===== config.mk =====
export PLATFORM = sky130hd
export DESIGN_NAME = updown_counter_scan
export DESIGN_NICKNAME = d
export VERILOG_FILES = /design/src/bcd_decade.v /design/src/scan_sequencer.v /design/src/updown_counter_scan.v
export VERILOG_INCLUDE_DIRS = /design/src
export SDC_FILE = /design/constraint.sdc
export NUM_CORES = 1
export LEC_CHECK = 0
export BUFFER_PORTS_ARGS = -buffer_cell sky130_fd_sc_hd__buf_2
export CAP_MARGIN = 10
export CORE_ASPECT_RATIO = 1.25
export CORE_UTILIZATION = 40
export DETAILED_ROUTE_END_ITERATION = 8
export PLACE_DENSITY = 0.61
export SYNTH_ARGS = -nofsm -noshare
export SYNTH_HDL_FRONTEND = slang
export SYNTH_HIERARCHICAL = 1
export SYNTH_SLANG_ARGS = --single-unit

===== constraint.sdc =====
create_clock -name clk_i -period 4.7 [get_ports clk_i]
set_input_delay 0.47 -clock clk_i [delete_from_list [all_inputs] [get_ports clk_i]]
set_output_delay 0.47 -clock clk_i [all_outputs]
set_load 0.03 [all_outputs]

===== src/counter_defs.vh =====
// Shared constants for the six-decade counter and display scanner
`ifndef COUNTER_DEFS_VH
`define COUNTER_DEFS_VH

// Clock and interdigit blanking timing
`define CLK_PERIOD_NS 16'h000A
`define BLANK_TIME_NS 16'h1388
`define BLANK_CYCLES (`BLANK_TIME_NS / `CLK_PERIOD_NS)

// Register word index (byte address = index * 4)
`define REG_CTRL 6'h00
`define REG_COUNT 6'h01
`define REG_LATCH 6'h02
`define REG_SCAN 6'h03
`define REG_BLANK 6'h04

// Control register fields and reset value
`define CTRL_BCD_MODE 0
`define CTRL_LZB_DIS 1
`define CTRL_SOFT_CLR 2
`define CTRL_RESET 2'h1

// Scan status fields
`define SCAN_BLANK_BIT 6
`define SCAN_LOAD_BIT 7
`define SCAN_HOME_BIT 8

// BCD digit limits
`define BCD_NINE 4'h9
`define BCD_ZERO 4'h0
`define NUM_DECADES 6

`endif


===== src/bcd_decade.v =====
// One BCD decade of the up/down counter with clear and parallel load
`default_nettype none

module bcd_decade (
  input wire clk_i,
  input wire rst_i,
  input wire clear_i,
  input wire load_i,
  input wire [3:0] load_val_i,
  input wire step_i,
  input wire up_i,
  input wire carry_in_i,
  output reg [3:0] digit_o
);

`include "counter_defs.vh"

  // Clear beats load, load beats counting
  always @(posedge clk_i) begin
    if (rst_i || clear_i) begin
      digit_o <= `BCD_ZERO;
    end else if (load_i) begin
      digit_o <= (load_val_i > `BCD_NINE) ? `BCD_NINE : load_val_i; // Keep decade in range
    end else if (step_i && carry_in_i) begin
      if (up_i) begin
        digit_o <= (digit_o == `BCD_NINE) ? `BCD_ZERO : digit_o + 4'h1;
      end else begin
        digit_o <= (digit_o == `BCD_ZERO) ? `BCD_NINE : digit_o - 4'h1;
      end
    end
  end

endmodule

`default_nettype wire


===== src/scan_sequencer.v =====
// Divide-by-six Johnson counter that selects the scanned digit
`default_nettype none

module scan_sequencer (
  input wire clk_i,
  input wire rst_i,
  input wire advance_i,
  input wire home_i,
  output wire [5:0] sel_o,
  output wire [5:0] next_sel_o
);

  localparam [2:0] J_MSD = 3'h0;

  reg [2:0] john;

  // Johnson state to one-hot digit, bit 5 is the most significant digit
  function [5:0] decode;
    input [2:0] j;
    begin
      case (j)
        3'h0: decode = 6'h20;
        3'h1: decode = 6'h10;
        3'h3: decode = 6'h08;
        3'h7: decode = 6'h04;
        3'h6: decode = 6'h02;
        3'h4: decode = 6'h01;
        default: decode = 6'h20;
      endcase
    end
  endfunction

  // Twisted ring: shift left, feed back inverted top bit
  always @(posedge clk_i) begin
    if (rst_i || home_i) begin
      john <= J_MSD;
    end else if (advance_i) begin
      john <= {john[1:0], ~john[2]};
    end
  end

  assign sel_o = decode(john);
  assign next_sel_o = decode({john[1:0], ~john[2]});

endmodule

`default_nettype wire


===== src/updown_counter_scan.v =====
// Six-decade BCD up/down counter with output latch, display scan and Wishbone registers
//
// Decided for this implementation: the register offsets and the Wishbone slave port.
`default_nettype none

module updown_counter_scan (
  input wire clk_i,
  input wire rst_i,
  input wire count_i,
  input wire inhibit_i,
  input wire up_i,
  input wire clear_i,
  input wire store_i,
  input wire load_i,
  input wire [3:0] bcd_in_i,
  input wire scan_i,
  input wire scan_home_n_i,
  output reg [5:0] digit_o,
  output reg [6:0] seg_o,
  output reg [3:0] bcd_o,
  output reg zero_o,
  output reg carry_o,
  input wire cyc_i,
  input wire stb_i,
  input wire we_i,
  input wire [7:0] adr_i,
  input wire [3:0] sel_i,
  input wire [31:0] dat_i,
  output reg [31:0] dat_o,
  output reg ack_o
);

`include "counter_defs.vh"

  localparam [2:0] ST_SHOW = 3'h1;
  localparam [2:0] ST_DWELL = 3'h2;
  localparam [2:0] ST_BLANK = 3'h4;
  localparam [15:0] BLANK_DEF = `BLANK_CYCLES;

  // Pin synchronisers: stage one feeds only stage two
  reg [12:0] pin_s1;
  reg [12:0] pin_s2;
  reg cnt_prev;
  reg scan_prev;

  reg [1:0] ctrl;
  reg soft_clr;
  reg [15:0] blank_len;
  reg [15:0] blank_cnt;
  reg [2:0] state;
  reg [23:0] latch;
  reg inh_armed;
  reg dir_q;
  reg eval_pend;
  reg eval_up;
  reg load_req;
  reg [5:0] load_target;

  wire cnt_s = pin_s2[0];
  wire inh_s = pin_s2[1];
  wire up_s = pin_s2[2];
  wire clr_s = pin_s2[3];
  wire store_s = pin_s2[4];
  wire load_s = pin_s2[5];
  wire [3:0] bcd_s = pin_s2[9:6];
  wire scan_s = pin_s2[10];
  wire home_s = ~pin_s2[11];

  wire [23:0] count;
  wire [6:0] en;
  wire [5:0] sel;
  wire [5:0] next_sel;
  wire count_rise = cnt_s & ~cnt_prev;
  wire count_fall = ~cnt_s & cnt_prev;
  wire scan_rise = scan_s & ~scan_prev;
  wire scan_fall = ~scan_s & scan_prev;
  wire do_count;
  wire dir_now;
  wire strobe_rise;
  wire strobe_fall;
  wire clear_all;
  wire load_active;
  wire bus_req = cyc_i & stb_i & ~ack_o;
  wire [15:0] blank_last = (blank_len == 16'h0000) ? 16'h0000 : blank_len - 16'h0001;

  // Pick the BCD digit of a six-digit word under a one-hot select
  function [3:0] pick_digit;
    input [23:0] word;
    input [5:0] onehot;
    integer k;
    begin
      pick_digit = `BCD_ZERO;
      for (k = 0; k < `NUM_DECADES; k = k + 1) begin
        if (onehot[k]) begin
          pick_digit = word[4*k +: 4];
        end
      end
    end
  endfunction

  // True when the selected digit and every higher one are zero, LSD excluded
  function lead_zero;
    input [23:0] word;
    input [5:0] onehot;
    integer k;
    reg seen;
    begin
      seen = 1'b0;
      lead_zero = 1'b1;
      for (k = `NUM_DECADES - 1; k >= 0; k = k - 1) begin
        if (!seen && word[4*k +: 4] != `BCD_ZERO) begin
          lead_zero = 1'b0;
        end
        if (onehot[k]) begin
          seen = 1'b1;
        end
      end
      if (onehot[0]) begin
        lead_zero = 1'b0;
      end
    end
  endfunction

  // BCD to segments gfedcba, active high
  function [6:0] seg7;
    input [3:0] d;
    begin
      case (d)
        4'h0: seg7 = 7'h3F;
        4'h1: seg7 = 7'h06;
        4'h2: seg7 = 7'h5B;
        4'h3: seg7 = 7'h4F;
        4'h4: seg7 = 7'h66;
        4'h5: seg7 = 7'h6D;
        4'h6: seg7 = 7'h7D;
        4'h7: seg7 = 7'h07;
        4'h8: seg7 = 7'h7F;
        4'h9: seg7 = 7'h6F;
        default: seg7 = 7'h00;
      endcase
    end
  endfunction

  // Two-stage synchronisers for every pin input
  always @(posedge clk_i) begin
    if (rst_i) begin
      pin_s1 <= 13'h0800;
      pin_s2 <= 13'h0800;
      cnt_prev <= 1'b0;
      scan_prev <= 1'b0;
    end else begin
      pin_s1 <= {1'b0, scan_home_n_i, scan_i, bcd_in_i, load_i, store_i, clear_i, up_i, inhibit_i, count_i};
      pin_s2 <= pin_s1;
      cnt_prev <= cnt_s;
      scan_prev <= scan_s;
    end
  end

  // Count now if inhibit is low at the edge or drops later in the high phase
  assign do_count = (count_rise & ~inh_s) | (inh_armed & cnt_s & ~inh_s);
  assign dir_now = count_rise ? up_s : dir_q;
  assign clear_all = clr_s | soft_clr;
  assign load_active = load_req | load_s;

  // Inhibit tracking across the count pulse high phase
  always @(posedge clk_i) begin
    if (rst_i) begin
      inh_armed <= 1'b0;
      dir_q <= 1'b1;
    end else begin
      if (count_rise) begin
        dir_q <= up_s;
      end
      if (do_count || count_fall) begin
        inh_armed <= 1'b0;
      end else if (count_rise && inh_s) begin
        inh_armed <= 1'b1;
      end
    end
  end

  // Look-ahead carry: a decade steps when all lower ones sit at the limit
  assign en[0] = 1'b1;
  genvar g;
  generate
    for (g = 0; g < `NUM_DECADES; g = g + 1) begin : decades
      assign en[g+1] = en[g] & (dir_now ? (count[4*g +: 4] == `BCD_NINE) : (count[4*g +: 4] == `BCD_ZERO));
      bcd_decade u_decade (
        .clk_i(clk_i),
        .rst_i(rst_i),
        .clear_i(clear_all),
        .load_i(strobe_fall & load_target[g]),
        .load_val_i(bcd_s),
        .step_i(do_count),
        .up_i(dir_now),
        .carry_in_i(en[g]),
        .digit_o(count[4*g +: 4])
      );
    end
  endgenerate

  // Zero and carry are judged one cycle after the count from the new value
  always @(posedge clk_i) begin
    if (rst_i) begin
      eval_pend <= 1'b0;
      eval_up <= 1'b1;
      zero_o <= 1'b0;
      carry_o <= 1'b0;
    end else begin
      eval_pend <= do_count; // Only a real step is judged, so an inhibited pulse never raises carry
      if (do_count) begin
        eval_up <= dir_now;
      end
      if (load_active) begin
        carry_o <= 1'b0;
      end else if (eval_pend && (eval_up ? count == 24'h000000 : count == 24'h999999)) begin
        carry_o <= 1'b1;
      end else if (count_fall) begin
        carry_o <= 1'b0;
      end
      if (load_active || !ctrl[`CTRL_BCD_MODE]) begin
        zero_o <= 1'b0;
      end else if (eval_pend) begin
        zero_o <= (count == 24'h000000);
      end
    end
  end

  // Output latch: transparent while store is low, untouched by clear
  always @(posedge clk_i) begin
    if (rst_i) begin
      latch <= 24'h000000;
    end else if (!store_s) begin
      latch <= count;
    end
  end

  scan_sequencer u_scan (
    .clk_i(clk_i),
    .rst_i(rst_i),
    .advance_i(scan_rise & ~home_s & (state == ST_DWELL)),
    .home_i(home_s),
    .sel_o(sel),
    .next_sel_o(next_sel)
  );

  assign strobe_fall = (state == ST_SHOW) & scan_fall & ~home_s;
  assign strobe_rise = (state == ST_BLANK) & (blank_cnt >= blank_last) & ~home_s;

  // Scan timing: lit, low dwell of the scan input, then blank_len clocks of blanking
  always @(posedge clk_i) begin
    if (rst_i) begin
      state <= ST_SHOW;
      blank_cnt <= 16'h0000;
    end else if (home_s) begin
      state <= ST_SHOW;
      blank_cnt <= 16'h0000;
    end else begin
      case (state)
        ST_SHOW: begin
          if (scan_fall) begin
            state <= ST_DWELL;
          end
        end
        ST_DWELL: begin
          if (scan_rise) begin
            state <= ST_BLANK;
            blank_cnt <= 16'h0000;
          end
        end
        ST_BLANK: begin
          if (strobe_rise) begin
            state <= ST_SHOW;
          end else begin
            blank_cnt <= blank_cnt + 16'h0001;
          end
        end
        default: begin
          state <= ST_SHOW;
        end
      endcase
    end
  end

  // Load request latched until a strobe rises with load released
  always @(posedge clk_i) begin
    if (rst_i) begin
      load_req <= 1'b0;
      load_target <= 6'h00;
    end else begin
      if (load_s) begin
        load_req <= 1'b1;
      end else if (strobe_rise) begin
        load_req <= 1'b0;
      end
      if (strobe_rise) begin
        load_target <= load_active ? sel : 6'h00;
      end else if (strobe_fall) begin
        load_target <= 6'h00; // Data taken at the strobe fall
      end
    end
  end

  // Display outputs, all registered
  always @(posedge clk_i) begin
    if (rst_i) begin
      digit_o <= 6'h00;
      seg_o <= 7'h00;
      bcd_o <= 4'h0;
    end else begin
      digit_o <= (home_s || (state == ST_SHOW && !scan_fall)) ? sel : 6'h00;
      if (home_s || state != ST_SHOW || scan_fall) begin
        seg_o <= 7'h00;
      end else if (!ctrl[`CTRL_LZB_DIS] && lead_zero(latch, sel)) begin
        seg_o <= 7'h00; // Leading zeros dark unless disabled
      end else begin
        seg_o <= seg7(pick_digit(latch, sel));
      end
      if (home_s) begin
        bcd_o <= pick_digit(latch, sel);
      end else if (strobe_fall) begin
        bcd_o <= pick_digit(latch, next_sel);
      end
    end
  end

  // Wishbone slave: one wait state, unmapped words read zero
  always @(posedge clk_i) begin
    if (rst_i) begin
      ack_o <= 1'b0;
      dat_o <= 32'h00000000;
      ctrl <= `CTRL_RESET;
      soft_clr <= 1'b0;
      blank_len <= BLANK_DEF;
    end else begin
      ack_o <= bus_req;
      soft_clr <= 1'b0;
      dat_o <= 32'h00000000;
      if (bus_req && we_i) begin
        case (adr_i[7:2])
          `REG_CTRL: begin
            if (sel_i[0]) begin
              ctrl <= dat_i[1:0];
              soft_clr <= dat_i[`CTRL_SOFT_CLR];
            end
          end
          `REG_BLANK: begin
            if (sel_i[0]) begin
              blank_len[7:0] <= dat_i[7:0];
            end
            if (sel_i[1]) begin
              blank_len[15:8] <= dat_i[15:8];
            end
          end
          default: begin
            ctrl <= ctrl;
          end
        endcase
      end else if (bus_req) begin
        case (adr_i[7:2])
          `REG_CTRL: dat_o <= {30'h00000000, ctrl};
          `REG_COUNT: dat_o <= {8'h00, count};
          `REG_LATCH: dat_o <= {8'h00, latch};
          `REG_SCAN: dat_o <= {23'h000000, home_s, load_active, state != ST_SHOW, digit_o};
          `REG_BLANK: dat_o <= {16'h0000, blank_len};
          default: dat_o <= 32'h00000000;
        endcase
      end
    end
  end

endmodule

`default_nettype wire


* Word-level counts from Yosys, hierarchy flattened
Memory sizes are Yosys's and may differ from the RTL's. A register that Yosys moved wholly into a read port is not among the register bits. Index checks and enable logic that the tools add are counted.
Cells by class: add/subtract/negate cells 14, multipliers 0, reduce and logical (&&, ||, !) cells 68, div/mod/pow operators 0, bitwise gates (word level) 41, multiplexer cells 97, equality and inequality tests 30, shift operators 0, $lt $le $gt $ge 2
Operators by type and width (count):
- 4-bit 2-to-1 mux | 48
- 24-bit case mux with 5 select lines | 1
- 6-bit case mux with 5 select lines | 2
- 16-bit 2-to-1 mux | 3
- 1-bit 2-to-1 mux | 35
- 16-bit case mux with 2 select lines | 1
- 1-bit bitwise AND | 25
- 4-bit by 1-bit adder with 4-bit output, second input constant | 6
- 24-bit == test, second input constant | 1
- 4-bit == test, second input constant | 6
- 24-bit logical NOT | 1
- 4-bit logical NOT | 6
- 4-bit nonzero test | 6
- 4-bit by 1-bit subtractor with 4-bit output, second input constant | 6
- 3-bit == test, second input constant | 7
- 2-bit nonzero test | 10
- 6-bit 2-to-1 mux | 3
- 16-bit by 1-bit adder with 16-bit output, second input constant | 1
- 16-bit >= comparator | 1
- 16-bit logical NOT | 1
- 16-bit by 1-bit subtractor with 16-bit output, second input constant | 1
- 1-bit logical AND | 15
- 3-bit AND reduction | 5
- 1-bit inverter | 13
- 18 further kinds | 48
Word-level totals: bits in registers 171, bits in latches 0, input port bits 61, memory bits (read-only) 112, RAM bits 0, memories kept 1, output and inout port bits 52
Memories:
- (name not given) | depth 16, width 7, read ports 1, clocked after Yosys merged registers in 1, wr ports 0, RTL line updown_counter_scan.v:128 | case (d)

* Depth between registers and ports, before layout
depth after elaboration 27, gate-level depth with buffers 14, depth with buffers taken out 13

* By module
Netlist, hierarchy kept.
Modules (own cells, without submodules):
- updown_counter_scan | area an instance 7253.2 sq um, instances 1, cells each 833
- bcd_decade | area an instance 297.8 sq um, instances 6, cells each 38
- scan_sequencer | area an instance 275.3 sq um, instances 1, cells each 27

* Least setup slack after synthesis
No wires, ideal clock.
kind reg-to-reg, start register blank_len[8], end register blank_cnt[12], cell stages (with the launch flop) 14, setup slack 1.353 ns, arrival 3.274 ns, required time 4.627 ns, period minus slack after synthesis 3.347 ns, library setup time 0.073 ns, path buffers 2, path through dfxtp_1 or4_1 nor4_2 nand3_1 buf_2 nand2_1 ha_1 nand4_2 nor3_1 nor4_2 a31oi_2 buf_6 or4_4 o211ai_2
Between the ends: cells in the longest elaborated chain, start to end 7
RTL lines:
- start, declared | RTL line updown_counter_scan.v:48 | reg [15:0] blank_len;
- start signal, assigned | RTL line updown_counter_scan.v:352 | blank_len[15:8] <= dat_i[15:8];
- 16-bit by 1-bit subtractor with 16-bit output / 16-bit logical NOT (equally long branches) | RTL line updown_counter_scan.v:84 | wire [15:0] blank_last = (blank_len == 16'h0000) ? 16'h0000 : blank_len - 16'h0001;
- 16-bit 2-to-1 mux (*) | RTL line updown_counter_scan.v:84
- 16-bit >= comparator (*) | RTL line updown_counter_scan.v:248 | assign strobe_rise = (state == ST_BLANK) & (blank_cnt >= blank_last) & ~home_s;
- 1-bit bitwise AND (*) (2 in series) | RTL line updown_counter_scan.v:248
- 2-bit inequality test (no line) (*)
- 3-bit AND reduction (no line) (*)
- end signal, assigned | RTL line updown_counter_scan.v:275 | blank_cnt <= blank_cnt + 16'h0001;
- end, declared | RTL line updown_counter_scan.v:49 | reg [15:0] blank_cnt;
Every way passes the cells marked *; elsewhere a longest branch is shown, timed or not. A chain may end at the register's enable or synchronous reset.

* Final worst setup path
start register blank_len[8], end register blank_cnt[3]
Same word-level chain as after synthesis.

==> report_table.html <==
<table>
<tr><th>Metric</th><th>Value</th></tr>
<tr><th colspan="2">Synthesis</th></tr>
<tr><td>Proportion of netlist area held by the largest area contributor</td><td>36.5%</td></tr>
<tr><td>Syn Std Cell Area</td><td>9320 µm²</td></tr>
<tr><td>Xor-xnor portion of the synthesized cell area</td><td>2.82%</td></tr>
<tr><td>Count of mapped cells out of synthesis</td><td>1,088</td></tr>
<tr><td>Synth Area in Compound Gates</td><td>18.0%</td></tr>
<tr><td>Most area-consuming cells after synthesis</td><td>dfxtp_1 (37%), mux2i_1 (4.5%), nor2_1 (4.5%)</td></tr>
<tr><td>Top cell type by total area after synthesis</td><td>dfxtp_1</td></tr>
<tr><td>Total of flip-flops plus latches after synthesis</td><td>170</td></tr>
<tr><td>Largest family of logic cells by synthesized area</td><td>simple AND/OR/NAND/NOR gates</td></tr>
<tr><td>Area share of and/or/nand/nor cells after synthesis</td><td>28.2%</td></tr>
<tr><td>EDFF count, synth</td><td>0</td></tr>
<tr><td>Number of warnings issued by yosys</td><td>6</td></tr>
<tr><td>Adder-cell area share of the yosys netlist</td><td>3.36%</td></tr>
<tr><td>Post-synthesis async set-or-reset flop share</td><td>0%</td></tr>
<tr><td>Top flip-flop cell by instance count after synthesis</td><td>dfxtp_1</td></tr>
<tr><td>Post-synth cell types</td><td>84</td></tr>
<tr><td>Post-synthesis area per instance</td><td>8.56 µm²</td></tr>
<tr><td>Share of the yosys chip area belonging to registers</td><td>36.5%</td></tr>
<tr><td>Mux contribution to synthesized area</td><td>5.48%</td></tr>
<tr><th colspan="2">Pwr</th></tr>
<tr><td>Pwr dens</td><td>290 nW/µm²</td></tr>
<tr><td>VDD IR-drop max</td><td>0.000260 V</td></tr>
<tr><td>Leakage power summed over all cells</td><td>4.03 nW</td></tr>
<tr><th colspan="2">GRT</th></tr>
<tr><td>First-pass GRT wire length</td><td>41,000 µm</td></tr>
<tr><td>Overall global routing resource usage</td><td>21.7%</td></tr>
<tr><td>Congestion Overflow GR</td><td>0</td></tr>
<tr><td>Antenna violations before repair</td><td>0</td></tr>
<tr><td>Largest net degree at the start of global routing</td><td>69</td></tr>
<tr><td>Via count of the first global-routing pass</td><td>7,602</td></tr>
<tr><th colspan="2">Timing</th></tr>
<tr><td>Total Neg Setup Slack</td><td>0 ns</td></tr>
<tr><td>Max-slew violation count</td><td>0</td></tr>
<tr><td>Clock skew after layout</td><td>0.0112 ns</td></tr>
<tr><td>Max transition margin</td><td>34.0%</td></tr>
<tr><td>Top achievable clock speed</td><td>0.248 GHz</td></tr>
<tr><td>Actual transition at the worst max-transition pin</td><td>0.976 ns</td></tr>
<tr><td>Setup repair after global routing missed its margin</td><td>false</td></tr>
<tr><td>Hold Fails Final Rpt</td><td>0</td></tr>
<tr><td>Post-Route Hold Slack</td><td>0.225 ns</td></tr>
<tr><td>Final setup violation count</td><td>0</td></tr>
<tr><td>Clock period minus final worst setup slack</td><td>4.03 ns</td></tr>
<tr><td>Final critical-path share of the clock period</td><td>85.6%</td></tr>
<tr><td>Setup slack after layout</td><td>0.675 ns</td></tr>
<tr><th colspan="2">Run status</th></tr>
<tr><td>Violations in the final reports</td><td>design-rule violations</td></tr>
<tr><td>Status</td><td>finished, violations left</td></tr>
<tr><th colspan="2">Drt</th></tr>
<tr><td>Antenna Nets Post-Route</td><td>0</td></tr>
<tr><td>DRC violations left</td><td>10</td></tr>
<tr><td>Average wire per cell in the routed design</td><td>17.8 µm</td></tr>
<tr><td>Detailed-routing iteration count for the pre-antenna-repair pass</td><td>9</td></tr>
<tr><td>Mean number of vias per cell</td><td>5.71</td></tr>
<tr><td>Number of violations reported at the end of detailed-routing iteration 0</td><td>735</td></tr>
<tr><td>Post-Route WL</td><td>25,800 µm</td></tr>
<tr><td>Vias after detailed routing</td><td>8,276</td></tr>
<tr><th colspan="2">CTS</th></tr>
<tr><td>Largest buffer count on any clock path</td><td>2</td></tr>
<tr><td>Sinks on the clock net</td><td>170</td></tr>
<tr><td>PostCTS Resize Cnt</td><td>0</td></tr>
<tr><td>Clock root buffer master</td><td>clkbuf_16</td></tr>
<tr><td>Total CTS buffers</td><td>17</td></tr>
<tr><td>Clock tree from TritonCTS</td><td>yes</td></tr>
<tr><td>CTS HTree Levels</td><td>4</td></tr>
<tr><td>Clock latency on the worst-skew pair</td><td>0.44 ns</td></tr>
<tr><td>Number of buffers inserted to repair setup after CTS</td><td>0</td></tr>
<tr><td>Clk pin slew, worst setup/hold paths</td><td>0.07 ns</td></tr>
<tr><td>Hold-fix buffers, CTS</td><td>0</td></tr>
<tr><th colspan="2">Placement</th></tr>
<tr><td>Post-Place Cell Area</td><td>9840 µm²</td></tr>
<tr><td>Number of port buffers</td><td>84</td></tr>
<tr><td>RePlAce Congestion</td><td>0.878</td></tr>
<tr><td>Pre-CTS worst setup slack</td><td>0.750 ns</td></tr>
<tr><td>HPWL reported at the end of detailed placement</td><td>18,400 µm</td></tr>
<tr><th colspan="2">Critical path</th></tr>
<tr><td>Max FO, Critical Path</td><td>15</td></tr>
<tr><td>Kind of critical path</td><td>reg -&gt; reg</td></tr>
<tr><td>Worst setup startpoint</td><td>blank_len[8]$_SDFFE_PP1P_</td></tr>
<tr><td>Startpoint kind of the worst setup timing path</td><td>flip-flop</td></tr>
<tr><td>Worst reg2reg startpoint</td><td>blank_len[8]$_SDFFE_PP1P_</td></tr>
<tr><td>Required @ worst endpoint</td><td>5.01 ns</td></tr>
<tr><td>Crit path DAT</td><td>4.34 ns</td></tr>
<tr><td>Category of the worst setup path capture point</td><td>flip-flop</td></tr>
<tr><th colspan="2">Die</th></tr>
<tr><td>Placement Rows</td><td>62</td></tr>
<tr><td>Die X</td><td>138 µm</td></tr>
<tr><td>Core Area</td><td>22,900 µm²</td></tr>
<tr><td>Vert. Die Dim</td><td>173 µm</td></tr>
<tr><td>Top Ports</td><td>113</td></tr>
<tr><td>Starting density of the core</td><td>40.7%</td></tr>
<tr><td>DIE AREA</td><td>23,900 µm²</td></tr>
<tr><th colspan="2">Finish</th></tr>
<tr><td>Layout-stage area growth over the synthesis result</td><td>11.9%</td></tr>
<tr><td>Share of final-layout standard cells stronger than drive strength 1</td><td>15.8%</td></tr>
<tr><td>Final instance area</td><td>10,400 µm²</td></tr>
<tr><td>Nets</td><td>1,234</td></tr>
<tr><td>Count of inserted antenna diode cells</td><td>0</td></tr>
<tr><th colspan="2">Min path</th></tr>
<tr><td>Path type of the worst min-delay path</td><td>in -&gt; reg</td></tr>
<tr><td>Launch instance of the worst min-delay path</td><td>scan_home_n_i</td></tr>
<tr><th colspan="2">Flow run</th></tr>
<tr><td>Max cap viols</td><td>0</td></tr>
</table>
## synthesized netlist by cell type, types with 8 or more instances
cell type	n
nor4_1	21
mux2i_1	42
nand3b_1	10
nand2b_1	19
nor2b_1	38
a211oi_1	12
xnor2_1	16
xor2_1	14
dfxtp_1	170
a221oi_1	10
and3_1	12
a22oi_1	19
mux2_2	8
nor2_1	112
nand3_1	25
and2_1	10
a211o_1	11
clkbuf_1	31
or4_1	20
inv_1	36
nand4_1	11
buf_4	10
o21ai_0	43
buf_6	13
nand2_1	85
a21oi_1	76
ha_1	25
or3_1	8
nor3_1	26
or2_2	12
o211ai_1	13
## stage by stage
| stage | cells | total power (W) | util, % |
|---|---|---|---|
| 3_3_place_gp | 1417 | 0.00166 | 43.0 |
| 3_5_place_dp | 1417 | 0.00166 | 43.0 |
| 5_1_grt | 1449 | 0.00313 | 45.5 |
| 4_1_cts | 1449 | 0.00306 | 45.5 |
| 2_1_floorplan | 1098 | 0.00161 | - |
| 6_report | 1449 | 0.00302 | 45.5 |
## cell families after synthesis
group,Yosys count
other cells,2
buf+inv,98
mux,50
xor+xnor,30
compound gates,246
flops,170
simple gates,467
fa+ha+maj,25
## registers in the layout, summed over array words and instances (netlist names), 4 cells and up
signal,count
load_target,6
latch,24
dat_o,24
pin_s2,12
blank_len,16
digit_o,6
seg_o,7
blank_cnt,16
decades.u_decade/digit_o,24
bcd_o,4
pin_s1,12
## worst max-delay path, stage by stage, from the launching register on
cell	delay [ns]
dfxtp_1	0.38
or4_1	0.64
nor4_2	0.26
nand3_1	0.45
nand2_1	0.22
ha_1	0.28
nand4_2	0.14
nor3_1	0.08
nor4_2	0.36
a31oi_2	0.36
buf_4	0.29
o311ai_0	0.32
o31ai_1	0.13
## metal layers
| metal | vias up | part of all wire, % | track usage, % | wire length, µm |
|---|---|---|---|---|
| met5 | - | 0 | 0 | 0 |
| li1 | 4064 | - | - | - |
| met1 | 3925 | 43 | 26.3 | 11100 |
| met2 | 238 | 50 | 37.8 | 12800 |
| met3 | 49 | 4.7 | 3.79 | 1230 |
| met4 | 0 | 2.7 | 8.99 | 695 |
## cells in the final DEF (no fill, tap or decap), types with 11 or more instances in the layout
| cell type | n |
|---|---|
| dfxtp_1 | 170 |
| nor4_1 | 21 |
| a21oi_1 | 76 |
| inv_1 | 36 |
| xnor2_1 | 16 |
| a211o_1 | 11 |
| a211oi_1 | 12 |
| o21ai_0 | 43 |
| nor2_1 | 112 |
| mux2i_1 | 42 |
| buf_2 | 83 |
| nand2_1 | 85 |
| nand3_1 | 25 |
| o211ai_1 | 13 |
| nand4_1 | 11 |
| and3_1 | 12 |
| or2_2 | 12 |
| clkbuf_16 | 17 |
| nand2b_1 | 19 |
| ha_1 | 25 |
| xor2_1 | 14 |
| or4_1 | 20 |
| nor3_1 | 26 |
| nor2b_1 | 38 |
| conb_1 | 12 |
| a22oi_1 | 19 |
## cell type report
type	count	area (µm²)
well taps	288	360
inverters	36	135
fillers	2242	12500
multi-input cells	830	5450
repair buffers	93	490
clock buffers	18	439
clock inverters	14	145
flip-flops and latches	170	3400
## report_power, final
part	internal (W)	total [W]	leakage [nW]	switching [W]
clock	0.000724	0.00139	0.287	0.000669
combinational	0.0000556	0.000155	2.36	0.0000990
sequential	0.00145	0.00147	1.38	0.0000178
## final timing paths
path / slack [ns] / end / cells after the start
max reg2reg: 0.67 / blank_cnt[3]$_SDFFE_PP0P_ / 12
min reg2reg: 0.43 / pin_s2[11]$_SDFF_PP1_ / 1
min: 0.22 / pin_s1[11]$_SDFF_PP1_ / 2
max: 0.67 / blank_cnt[3]$_SDFFE_PP0P_ / 12
Note: power is estimated with default switching activity, not from simulation.
